==> config.mk <==
export PLATFORM = sky130hd
export DESIGN_NAME = bsp_serial_port
export DESIGN_NICKNAME = d
export VERILOG_FILES = /design/src/bsp_pkg.sv /design/src/bsp_baud_gen.sv /design/src/bsp_serial_port.sv
export VERILOG_INCLUDE_DIRS = /design/src
export SDC_FILE = /design/constraint.sdc
export NUM_CORES = 1
export LEC_CHECK = 0
export BUFFER_PORTS_ARGS = -buffer_cell sky130_fd_sc_hd__clkbuf_2
export CAP_MARGIN = 0
export CORE_ASPECT_RATIO = 0.6
export CORE_UTILIZATION = 65
export CTS_CLUSTER_SIZE = 40
export DETAILED_ROUTE_END_ITERATION = 10
export PLACE_DENSITY_LB_ADDON = 0.15
export SYNTH_ARGS = -nofsm -noshare
export SYNTH_HDL_FRONTEND = slang
export SYNTH_SLANG_ARGS = --single-unit
==> constraint.sdc <==
create_clock -name i_mclk -period 6.01 [get_ports i_mclk]
set_input_delay 0.601 -clock i_mclk [delete_from_list [all_inputs] [get_ports i_mclk]]
set_output_delay 0.601 -clock i_mclk [all_outputs]
set_load 0.05 [all_outputs]
==> src/bsp_defines.svh <==
// Constants for the board serial port logic
`ifndef BSP_DEFINES_SVH
`define BSP_DEFINES_SVH

// ==========================================================
// Port decode
`define BSP_DEC_BASE     6'h3B
`define BSP_OFS_DATA     8'hEC
`define BSP_OFS_CTRL     8'hED

// ==========================================================
// Command word bits
`define BSP_CMD_TX_EN    0
`define BSP_CMD_ERR_RST  4
`define BSP_CMD_INT_RST  6

// ==========================================================
// Status byte bits
`define BSP_ST_TXHF      0
`define BSP_ST_RXW       1
`define BSP_ST_TXAE      2
`define BSP_ST_PERR      3
`define BSP_ST_OVR       4
`define BSP_ST_FRM       5

// ==========================================================
// Rate dividers as terminal counts, then minimum character length and one-stop code
`define BSP_DIV15_TOP    4'hE
`define BSP_DIV16_TOP    4'hF
`define BSP_F16_TOP      6'h0F
`define BSP_F64_TOP      6'h3F
`define BSP_F16_HALF     6'h07
`define BSP_F64_HALF     6'h1F
`define BSP_MIN_BITS     4'h5
`define BSP_STOP_ONE     2'h1

`endif

==> src/bsp_pkg.sv <==
// Types for the board serial port logic
package bsp_pkg;

   // ==========================================================
   // Mode and command words, laid out as on the data bus
   typedef struct packed {
      logic [1:0] stop;
      logic       even;
      logic       par_en;
      logic [1:0] len;
      logic [1:0] fac;
   } bsp_mode_t;

   typedef struct packed {
      logic hunt;
      logic int_reset;
      logic req_send;
      logic err_reset;
      logic send_break;
      logic rx_enable;
      logic term_ready;
      logic tx_enable_bit;
   } bsp_cmd_t;

   // ==========================================================
   // States and jumper codes
   typedef enum logic [1:0] {
      BSP_TX_IDLE = 2'b01,
      BSP_TX_SEND = 2'b10
   } bsp_tx_st_t;

   typedef enum logic [2:0] {
      BSP_RX_IDLE  = 3'b001,
      BSP_RX_START = 3'b010,
      BSP_RX_BITS  = 3'b100
   } bsp_rx_st_t;

   typedef enum logic [1:0] {
      BSP_IRQ_INHIBIT = 2'b00,
      BSP_IRQ_RXW     = 2'b01,
      BSP_IRQ_TXHF    = 2'b10,
      BSP_IRQ_TXAE    = 2'b11
   } bsp_route_t;

   // ==========================================================
   // Module state
   typedef struct packed {
      logic [3:0] div15;
      logic [3:0] div_a;
      logic [3:0] div_b;
      logic       tick;
   } bsp_baud_st_t;

   typedef struct packed {
      logic       mode_done;
      bsp_mode_t  mode;
      bsp_cmd_t   cmd;
      bsp_route_t route;
      logic [1:0] tap;
      logic       wr_n;
      logic       rd_n;
      logic [2:0] rxd_s;
      logic       rxd_v;
      logic       rxd_prev;
      logic [2:0] osc_s;
      logic       osc_v;
      logic       osc_tick;
      logic [7:0] thr;
      logic       thr_full;
      bsp_tx_st_t tx_st;
      logic [11:0] tx_sh;
      logic [3:0] tx_left;
      logic [5:0] tx_cnt;
      bsp_rx_st_t rx_st;
      logic [7:0] rx_sh;
      logic [3:0] rx_idx;
      logic [5:0] rx_cnt;
      logic       rx_pacc;
      logic       rx_perr;
      logic [7:0] rbr;
      logic       rx_wait;
      logic       perr;
      logic       ovr;
      logic       frm;
      logic       txd;
      logic       dtr_n;
      logic       irq_n;
      logic       rxw;
      logic       thf;
      logic       tae;
      logic [7:0] dout;
      logic       doe;
   } bsp_state_t;

endpackage

==> src/bsp_baud_gen.sv <==
// Bit-rate clock chain: divide by 15, then two divide-by-16 stages
`timescale 1ns/1ns
`default_nettype none
`include "bsp_defines.svh"

module bsp_baud_gen
   import bsp_pkg::*;
(
   // Clock and reset
   input  wire logic       i_mclk,
   input  wire logic       i_rst,
   // Oscillator edges and tap jumper
   input  wire logic       i_osc_tick,
   input  wire logic [1:0] i_tap,
   // Selected bit-rate tick
   output logic            o_baud_tick
);

   bsp_baud_st_t s_q;
   bsp_baud_st_t s_d;
   logic         p15;
   logic         pa;
   logic         pb;

   // ==========================================================
   // Counter chain
   assign p15 = i_osc_tick && (s_q.div15 == `BSP_DIV15_TOP);
   assign pa  = p15 && (s_q.div_a == `BSP_DIV16_TOP);
   assign pb  = pa && (s_q.div_b == `BSP_DIV16_TOP);

   always_comb begin
      s_d = s_q;
      if (i_osc_tick) begin
         s_d.div15 = p15 ? 4'h0 : s_q.div15 + 4'h1;
      end
      if (p15) begin
         s_d.div_a = s_q.div_a + 4'h1;
      end
      if (pa) begin
         s_d.div_b = s_q.div_b + 4'h1;
      end
      // Jumper picks one tap; unused code falls back to the first
      case (i_tap)
         2'h1:    s_d.tick = pa;
         2'h2:    s_d.tick = pb;
         default: s_d.tick = p15;
      endcase
      if (i_rst) begin
         s_d = '0;
      end
   end

   always_ff @(posedge i_mclk) begin
      s_q <= s_d;
   end

   assign o_baud_tick = s_q.tick;
endmodule
`default_nettype wire

==> src/bsp_serial_port.sv <==
// Serial port: bus decode, programmable UART, interrupt routing
`timescale 1ns/1ns
`default_nettype none
`include "bsp_defines.svh"

module bsp_serial_port
   import bsp_pkg::*;
(
   // Clock and reset
   input  wire logic       i_mclk,
   input  wire logic       i_rst,
   // Processor I/O bus
   input  wire logic [7:0] i_addr,
   input  wire logic       i_io_write_n,
   input  wire logic       i_io_read_n,
   input  wire logic [7:0] i_data,
   output logic      [7:0] o_data,
   output logic            o_data_oe,
   // Oscillator and jumpers
   input  wire logic       i_oscillator_source,
   input  wire logic [1:0] i_irq_route,
   input  wire logic [1:0] i_baud_tap,
   // Serial line
   input  wire logic       i_rxd,
   output logic            o_txd,
   output logic            o_term_ready_n,
   // Status pins and interrupt
   output logic            o_rx_char_waiting,
   output logic            o_tx_holding_free,
   output logic            o_tx_all_empty,
   output logic            o_serial_irq_n
);

   bsp_state_t s_q;
   bsp_state_t s_d;
   logic       sel;
   logic       wr_ev;
   logic       rd_ev;
   logic       baud_tick;
   logic [7:0] status;

   // ==========================================================
   // Helpers
   function automatic logic [3:0] nbits(input logic [1:0] len);
      nbits = `BSP_MIN_BITS + {2'b00, len};
   endfunction

   function automatic logic [5:0] fac_top(input logic [1:0] fac,
                                          input logic half);
      case (fac)
         2'h2:    fac_top = half ? `BSP_F16_HALF : `BSP_F16_TOP;
         2'h3:    fac_top = half ? `BSP_F64_HALF : `BSP_F64_TOP;
         default: fac_top = 6'h00;
      endcase
   endfunction

   // Frame as {bit count, shift pattern}, start bit in bit 0
   function automatic logic [15:0] frame(input bsp_mode_t m,
                                         input logic [7:0] d);
      logic [11:0] sh;
      logic [3:0]  nb;
      logic [3:0]  cnt;
      logic        p;
      sh  = 12'hFFF;
      nb  = nbits(m.len);
      p   = ~m.even;
      sh[0] = 1'b0;
      for (int i = 0; i < 8; i++) begin
         if (i < int'(nb)) begin
            sh[i + 1] = d[i];
            p = p ^ d[i];
         end
      end
      if (m.par_en) begin
         sh[nb + 4'h1] = p;
      end
      cnt = 4'h1 + nb + {3'b000, m.par_en};
      cnt = cnt + ((m.stop == `BSP_STOP_ONE) ? 4'h1 : 4'h2);
      frame = {cnt, sh};
   endfunction

   // ==========================================================
   // Bus decode
   assign sel   = (i_addr[7:2] == `BSP_DEC_BASE);
   assign wr_ev = sel && !i_io_write_n && s_q.wr_n;
   assign rd_ev = sel && !i_io_read_n && s_q.rd_n;

   // Status bits 0 to 2 mirror the status pins, bits 3 to 5 hold the error flags
   always_comb begin
      status = 8'h00;
      status[`BSP_ST_TXHF] = s_q.thf;
      status[`BSP_ST_RXW]  = s_q.rxw;
      status[`BSP_ST_TXAE] = s_q.tae;
      status[`BSP_ST_PERR] = s_q.perr;
      status[`BSP_ST_OVR]  = s_q.ovr;
      status[`BSP_ST_FRM]  = s_q.frm;
   end

   // ==========================================================
   // Bit-rate chain
   bsp_baud_gen u_baud (
      .i_mclk      (i_mclk),
      .i_rst       (i_rst),
      .i_osc_tick  (s_q.osc_tick),
      .i_tap       (s_q.tap),
      .o_baud_tick (baud_tick)
   );

   // ==========================================================
   // Next state
   always_comb begin
      logic [15:0] fr;
      logic [3:0]  nb;
      logic        bit_ev;
      logic        txsrc;
      fr     = 16'h0000;
      nb     = nbits(s_q.mode.len);
      bit_ev = 1'b0;
      txsrc  = 1'b0;
      s_d    = s_q;

      // Strobe history, jumpers and pin synchronisers
      s_d.wr_n  = i_io_write_n;
      s_d.rd_n  = i_io_read_n;
      s_d.route = bsp_route_t'(i_irq_route);
      s_d.tap   = i_baud_tap;
      s_d.rxd_s = {s_q.rxd_s[1:0], i_rxd};
      if (s_q.rxd_s[2] == s_q.rxd_s[1]) begin
         s_d.rxd_v = s_q.rxd_s[2];
      end
      s_d.rxd_prev = s_q.rxd_v;
      s_d.osc_s = {s_q.osc_s[1:0], i_oscillator_source};
      if (s_q.osc_s[2] == s_q.osc_s[1]) begin
         s_d.osc_v = s_q.osc_s[2];
      end
      s_d.osc_tick = s_d.osc_v && !s_q.osc_v;

      // Transmitter; runs before the bus so a same-cycle write
      // lands in the holding register after the old byte leaves
      case (s_q.tx_st)
         BSP_TX_IDLE: begin
            s_d.txd = !s_q.cmd.send_break;
            if (s_q.thr_full && s_q.cmd.tx_enable_bit) begin
               fr = frame(s_q.mode, s_q.thr);
               s_d.tx_sh    = fr[11:0];
               s_d.tx_left  = fr[15:12];
               s_d.tx_cnt   = fac_top(s_q.mode.fac, 1'b0);
               s_d.thr_full = 1'b0;
               s_d.txd      = 1'b0;
               s_d.tx_st    = BSP_TX_SEND;
            end
         end
         BSP_TX_SEND: begin
            if (baud_tick) begin
               if (s_q.tx_cnt == 6'h00) begin
                  bit_ev     = 1'b1;
                  s_d.tx_cnt = fac_top(s_q.mode.fac, 1'b0);
               end else begin
                  s_d.tx_cnt = s_q.tx_cnt - 6'h01;
               end
            end
            if (bit_ev) begin
               s_d.tx_sh   = {1'b1, s_q.tx_sh[11:1]};
               s_d.tx_left = s_q.tx_left - 4'h1;
               s_d.txd     = s_d.tx_sh[0];
               if (s_q.tx_left == 4'h1) begin
                  s_d.txd   = 1'b1;
                  s_d.tx_st = BSP_TX_IDLE;
               end
            end
         end
         default: s_d.tx_st = BSP_TX_IDLE;
      endcase

      // Bus writes
      if (wr_ev) begin
         if (i_addr[0]) begin
            if (!s_q.mode_done) begin
               s_d.mode      = bsp_mode_t'(i_data);
               s_d.mode_done = 1'b1;
            end else begin
               s_d.cmd = bsp_cmd_t'(i_data);
               if (i_data[`BSP_CMD_ERR_RST]) begin
                  s_d.perr = 1'b0;
                  s_d.ovr  = 1'b0;
                  s_d.frm  = 1'b0;
               end
               if (i_data[`BSP_CMD_INT_RST]) begin
                  s_d.mode_done = 1'b0;
                  s_d.cmd       = '0;
               end
            end
         end else begin
            s_d.thr      = i_data;
            s_d.thr_full = 1'b1;
         end
      end

      // Bus reads; data is latched on the strobe's first cycle
      s_d.doe = sel && !i_io_read_n;
      if (rd_ev) begin
         s_d.dout = i_addr[0] ? status : s_q.rbr;
         if (!i_addr[0]) begin
            s_d.rx_wait = 1'b0;
         end
      end

      // Receiver; after the read so a new character wins
      bit_ev = 1'b0;
      if (baud_tick && (s_q.rx_st != BSP_RX_IDLE)) begin
         if (s_q.rx_cnt == 6'h00) begin
            bit_ev     = 1'b1;
            s_d.rx_cnt = fac_top(s_q.mode.fac, 1'b0);
         end else begin
            s_d.rx_cnt = s_q.rx_cnt - 6'h01;
         end
      end
      case (s_q.rx_st)
         BSP_RX_IDLE: begin
            if (s_q.rxd_prev && !s_q.rxd_v) begin
               s_d.rx_cnt = fac_top(s_q.mode.fac, 1'b1);
               s_d.rx_st  = BSP_RX_START;
            end
         end
         BSP_RX_START: begin
            if (bit_ev) begin
               // At x16 and x64 a glitch shorter than half a bit is dropped
               s_d.rx_st   = s_q.rxd_v ? BSP_RX_IDLE : BSP_RX_BITS;
               s_d.rx_idx  = 4'h0;
               s_d.rx_pacc = 1'b0;
               s_d.rx_perr = 1'b0;
            end
         end
         BSP_RX_BITS: begin
            if (bit_ev) begin
               s_d.rx_idx = s_q.rx_idx + 4'h1;
               if (s_q.rx_idx < nb) begin
                  s_d.rx_sh   = {s_q.rxd_v, s_q.rx_sh[7:1]};
                  s_d.rx_pacc = s_q.rx_pacc ^ s_q.rxd_v;
               end else if (s_q.mode.par_en && (s_q.rx_idx == nb)) begin
                  s_d.rx_perr = s_q.rx_pacc ^ s_q.rxd_v ^ ~s_q.mode.even;
               end else begin
                  s_d.rbr = 8'(s_q.rx_sh >> (4'h8 - nb));
                  s_d.ovr = s_d.ovr | s_d.rx_wait;
                  s_d.perr = s_d.perr | s_q.rx_perr;
                  s_d.frm = s_d.frm | !s_q.rxd_v;
                  s_d.rx_wait = 1'b1;
                  s_d.rx_st   = BSP_RX_IDLE;
               end
            end
         end
         default: s_d.rx_st = BSP_RX_IDLE;
      endcase

      // Pins, all registered from the next state
      s_d.dtr_n = !s_d.cmd.term_ready;
      s_d.rxw = s_d.cmd.rx_enable && s_d.rx_wait;
      s_d.thf = s_d.cmd.tx_enable_bit && !s_d.thr_full;
      s_d.tae = s_d.cmd.tx_enable_bit && !s_d.thr_full
                && (s_d.tx_st == BSP_TX_IDLE);
      case (s_d.route)
         BSP_IRQ_RXW:  txsrc = s_d.rxw;
         BSP_IRQ_TXHF: txsrc = s_d.thf;
         BSP_IRQ_TXAE: txsrc = s_d.tae;
         default:      txsrc = 1'b0;
      endcase
      s_d.irq_n = !txsrc;

      // Synchronous reset wins over everything
      if (i_rst) begin
         s_d          = '0;
         s_d.wr_n     = 1'b1;
         s_d.rd_n     = 1'b1;
         s_d.rxd_s    = 3'h7;
         s_d.rxd_v    = 1'b1;
         s_d.rxd_prev = 1'b1;
         s_d.tx_st    = BSP_TX_IDLE;
         s_d.rx_st    = BSP_RX_IDLE;
         s_d.txd      = 1'b1;
         s_d.dtr_n    = 1'b1;
         s_d.irq_n    = 1'b1;
      end
   end

   always_ff @(posedge i_mclk) begin
      s_q <= s_d;
   end

   // ==========================================================
   // Outputs
   assign o_data            = s_q.dout;
   assign o_data_oe         = s_q.doe;
   assign o_txd             = s_q.txd;
   assign o_term_ready_n    = s_q.dtr_n;
   assign o_rx_char_waiting = s_q.rxw;
   assign o_tx_holding_free = s_q.thf;
   assign o_tx_all_empty    = s_q.tae;
   assign o_serial_irq_n    = s_q.irq_n;
endmodule
`default_nettype wire

Word level (Yosys, flattened, before mapping)
Index checks and enable logic that the tools add are counted.
- add/subtract/negate cells: 12
- $lt $le $gt $ge: 11
- eq/ne operators: 33
- shift-type cells: 1
- multiplexer cells: 113
- bitwise logic cells: 18
- reduce and logical (&&, ||, !) cells: 41
- operator list (kind ; number):
    1-bit two-way mux ; 67
    22-bit case mux with 2 select lines ; 1
    3-bit two-way mux ; 12
    6-bit two-way mux ; 6
    25-bit two-way mux ; 1
    12-bit two-way mux ; 2
    18-bit two-way mux ; 1
    2-bit inequality test (second input constant) ; 9
    3-bit AND reduction ; 6
    4-bit by 1-bit adder with 4-bit output (second input constant) ; 4
    1-bit logical AND ; 16
    3-bit by 4-bit < comparator with 1-bit output (first input constant) ; 4
    4-bit two-way mux ; 4
    8-bit two-way mux ; 2
    15-bit two-way mux ; 1
    14-bit two-way mux ; 1
    13-bit two-way mux ; 1
    12-bit bitwise mux ; 1
    2-bit == test (second input constant) ; 6
    4-bit == test (second input constant) ; 3
    6-bit zero test ; 2
    6-bit case mux with 2 select lines ; 1
    6-bit by 1-bit subtractor with 6-bit output (second input constant) ; 2
    2-bit by 1-bit == test with 1-bit output (second input constant) ; 5
    37 further kinds ; 71
- bits in registers: 123
- output and inout port bits: 15
- logic and storage cells: 277

Logic depth before layout (Yosys ltp)
- depth in word-level cells: 44
- gate-level depth with buffers: 14
- mapped depth without buffers: 12

Modules after synthesis
From an unflattened synthesis, not the netlist that was laid out.
- cell total of the unflattened synthesis: 716
- area, all modules: 6226.0 sq um
- by module, submodules not included (module ; instances ; cells each ; area an instance (sq um) ; seq. area each (sq um)):
    bsp_serial_port ; 1 ; 642 ; 5582.9 ; 2182.1
    bsp_baud_gen ; 1 ; 74 ; 643.1 ; 260.2

Worst setup path after synthesis
No wires, ideal clock.
- kind: flip-flop to flip-flop
- start point: register s_q[109] in the netlist's numbering
- end point: register s_q[17] in the netlist's numbering
- setup time: 0.128 ns
- arrival: 2.686 ns
- data required time: 5.882 ns
- slack: 3.196 ns
- cell stages (with the launch flop): 14
- cell sequence: dfxtp_1 clkbuf_1 inv_1 ha_1 clkbuf_8 inv_1 ha_1 nor2b_1 o211ai_1 nand2_1 and3_1 buf_6 a22oi_1 nor2_1
- cells in the longest elaborated chain, start to end: 7
- elaborated cells on any way between the ends: 8
- those cells by class: add/sub: 1; order compare: 1; eq/ne: 1; mux: 4; reduce/logical: 1
- RTL lines (item ; line ; text):
    from (decl) ; bsp_serial_port.sv:34 ; bsp_state_t s_q;
    from (signal assigned) ; bsp_serial_port.sv:286 ; s_q <= s_d;
    3-bit by 2-bit adder with 4-bit output (no source line) * ; - ;
    4-bit == test ; bsp_serial_port.sv:240 ; end else if (s_q.mode.par_en && (s_q.rx_idx == nb)) begin
    1-bit logical AND ; bsp_serial_port.sv:240 ;
    12-bit two-way mux ; bsp_serial_port.sv:240 ;
    13-bit two-way mux * ; bsp_serial_port.sv:237 ; if (s_q.rx_idx < nb) begin
    14-bit two-way mux * ; bsp_serial_port.sv:235 ; if (bit_ev) begin
    4-bit two-way mux * ; bsp_serial_port.sv:218 ; case (s_q.rx_st)
Mark *: on every way between the ends. The rest lies on a longest branch, timed or not. The select of a mux whose other input is x is not followed.
A chain may end at the register's enable or synchronous reset.

Worst setup path in the final report
- start point: register s_q[109] in the netlist's numbering
- end point: register s_q, in the netlist o_serial_irq_n
- cells in the longest elaborated chain, start to end: 10
- elaborated cells on any way between the ends: 11
- those cells by class: add/sub: 1; order compare: 1; eq/ne: 1; mux: 5; reduce/logical: 3
- RTL lines (item ; line ; text):
    3-bit by 2-bit adder with 4-bit output (no source line) * ; - ;
    4-bit == test ; bsp_serial_port.sv:240 ;
    1-bit logical AND ; bsp_serial_port.sv:240 ;
    12-bit two-way mux ; bsp_serial_port.sv:240 ;
    13-bit two-way mux * ; bsp_serial_port.sv:237 ;
    14-bit two-way mux * ; bsp_serial_port.sv:235 ;
    4-bit two-way mux * ; bsp_serial_port.sv:218 ;
    1-bit logical AND * ; bsp_serial_port.sv:257 ; s_d.rxw = s_d.cmd.rx_enable && s_d.rx_wait;
    1-bit case mux with 3 select lines * ; bsp_serial_port.sv:261 ; case (s_d.route)
    1-bit zero test * ; bsp_serial_port.sv:267 ; s_d.irq_n = !txsrc;
Marked as above.

==> run metrics <==
Placed Instances=838; Hold Path Class=input port to register; Post-Synthesis Cells=slightly above 700; Starting Density=between 60% and 70%; starting DRC count in detailed routing=roughly 600; Final setup viols=0; CP Capture Type=register; Net Count, Synth=~770; die height=between 70 and 80 um; FF+latch count, synth=around 120; CTS sink count=about 120; Root Buffer=clkbuf_16; hold buffer count at cts=0; Clock Skew=between 8 and 9 ps; area delta synth->final=11.3%; status=complete, no violations; total CTS buffers=17; global-route wire length before repair=approximately 24 mm; Syn. warnings=0; Port Buf Inserts=39; Final Cell Area=roughly 7000 um^2; Mapped Area=about 6300 um^2; largest net degree at the start of global routing=between 70 and 80; Fin. Hold Viols=0; Biggest register=s_q; Main synth FF type=dfxtp_1; Least-Margin Pin Slew=between 1000 and 1500 ps; Row Count=27; Residual DRC=0; total gr overflow=0; DRT Pass-1 Iters=5; ANT cells=0; final non-filler cell total=870; GR Util All Layers=a little under a third; Post-synth EDFFs=0; max reg flops=94; CTS tree=done; routability cong.=roughly 0.93; htree depth=4; count of different cell masters after synthesis=76; total I/O pin count=41; number of routed nets with antenna violations=0; Setup CP Type=register to register; CP Launch Type=register; antenna violations before repair=0; Pleak=2.76 nW; share of layout cells above drive strength 1=~15%; CP required=between 6000 and 7000 ps; Total Wirelength=14.8 mm; total core area=between 9000 and 10000 um^2; pwr/cell area=approximately 270 nW/um^2; max cap viols=0; Max Freq=~270 MHz; wire per inst=17.1 um; Setup Buffers After CTS=0; Seq/Total Area, Yosys=around 39%; Post-DP Area=6400 um^2; Critical Path Fanout Max=13; mean post-synth cell area=8.81 um^2; clock-pin slew on the worst setup and hold paths=~60 ps; Slew HR=24.0%; post-cts sizing count=0; dpl hpwl=approximately 10 mm; Max Root-Sink Buffers=2; share of flip-flops with an asynchronous set or reset=0%; VDD IR max=about 230 uV; Clk Latency, worst-skew pair=about 420 ps; filler instances=about 640; vias=between 5000 and 6000; setup slack, reg-to-reg=2270 ps; post-route setup TNS=0 ps; crit path DAT=just over 4000 ps; vias in the first global route=slightly below 5000; Via density=6.07; Slew Viols, Final=0; die width=~130 um; minimum clock period=~3700 ps; RSZ-0062 raised after global routing=false; Nets=785; die footprint=between 10000 and 15000 um^2; period utilization=between 60% and 70%
[cell usage after synthesis, types with 9 or more instances]
library cell / count / share of area, %
xor2_1: 9 / 1.3
clkbuf_1: 25 / 1.5
nor3_1: 14 / 1.1
nand2b_1: 18 / 1.8
ha_1: 30 / 6.0
a211oi_1: 18 / 2.1
inv_1: 25 / 1.5
nand2_1: 51 / 3.0
nor2b_1: 12 / 1.2
nand3_1: 25 / 2.0
dfxtp_1: 122 / 39
xnor2_1: 9 / 1.3
a31oi_1: 11 / 1.1
o21ai_0: 36 / 2.9
mux2i_1: 35 / 5.6
nor2_1: 88 / 5.2
a21oi_1: 51 / 4.1
[layer usage]
| layer | GRT usage [%] | share of wire [%] | up-vias |
|---|---|---|---|
| li1 | - | - | 2531 |
| met1 | 43.1 | 47 | 2489 |
| met2 | 46.0 | 43 | 229 |
| met3 | 8.25 | 7.7 | 31 |
| met4 | 14.0 | 1.9 | 0 |
| met5 | 0 | 0 | - |
[cell type report]
type / count / area [um^2] / area share, %
multi-input cells: 520 / 3490 / 49.8
clock buffers: 20 / 467 / 6.66
well taps: 130 / 163 / 2.32
inverters: 25 / 93.8 / 1.34
flip-flops and latches: 122 / 2440 / 34.9
clock inverters: 12 / 140 / 2.00
repair buffers: 41 / 213 / 3.04
[path summary, 6_finish.rpt]
| check | from | end | cells after the start |
|---|---|---|---|
| min reg2reg | s_q[90] | s_q[91] | 1 |
| max reg2reg | s_q[109] | o_serial_irq_n | 10 |
| max | s_q[109] | o_serial_irq_n | 10 |
| min | i_rxd | s_q[90] | 2 |
[cells in the final DEF (no fill, tap or decap), drive strengths merged, types with 9 or more instances in the layout]
cell type | synthesis | layout
a211oi | 18 | 18
a21oi | 52 | 52
a31oi | 11 | 11
clkbuf | 29 | 58
dfxtp | 122 | 122
ha | 30 | 30
inv | 25 | 27
mux2i | 35 | 35
nand2 | 51 | 51
nand2b | 18 | 18
nand3 | 27 | 27
nor2 | 89 | 89
nor2b | 12 | 12
nor3 | 15 | 15
o21ai | 36 | 36
xnor2 | 10 | 10
xor2 | 9 | 9
[metrics by stage]
step	total power, mW	worst slack (ps)	hold slack, ps	utilization [%]
final	1.90	2270	370	75.4
after CTS	1.91	2330	360	75.4
after floorplan	0.866	3200	389	-
after global placement	0.881	2610	402	68.9
after detailed placement	0.883	2410	432	68.9
after global routing	1.95	2020	356	75.4
[worst max-delay path: stages, from the launching register on]
cell and delay [ps]:
dfxtp_1 670, inv_1 310, ha_1 610, inv_1 170
ha_1 320, nor2b_1 210, o211ai_1 240, nand2_1 210
nand3_1 400, a22oi_2 350, a32oi_1 130
[cells by family after synthesis]
family,synth area share (%)
AOI/OAI and AO/OA,16.4
muxes,7.35
xor gates and xnor gates,3.48
adders and majority gates,6.60
and+or+nand+nor,21.5
DFF,38.8
buffers and inverters,5.90
[power by group]
group / switching [mW] / internal (mW) / total [mW]
Combinational: 0.0322 / 0.0186 / 0.0507
Sequential: 0.00287 / 0.813 / 0.816
Clock: 0.391 / 0.647 / 1.04
Total: 0.426 / 1.48 / 1.90
Power figures use the tool's default switching activity.
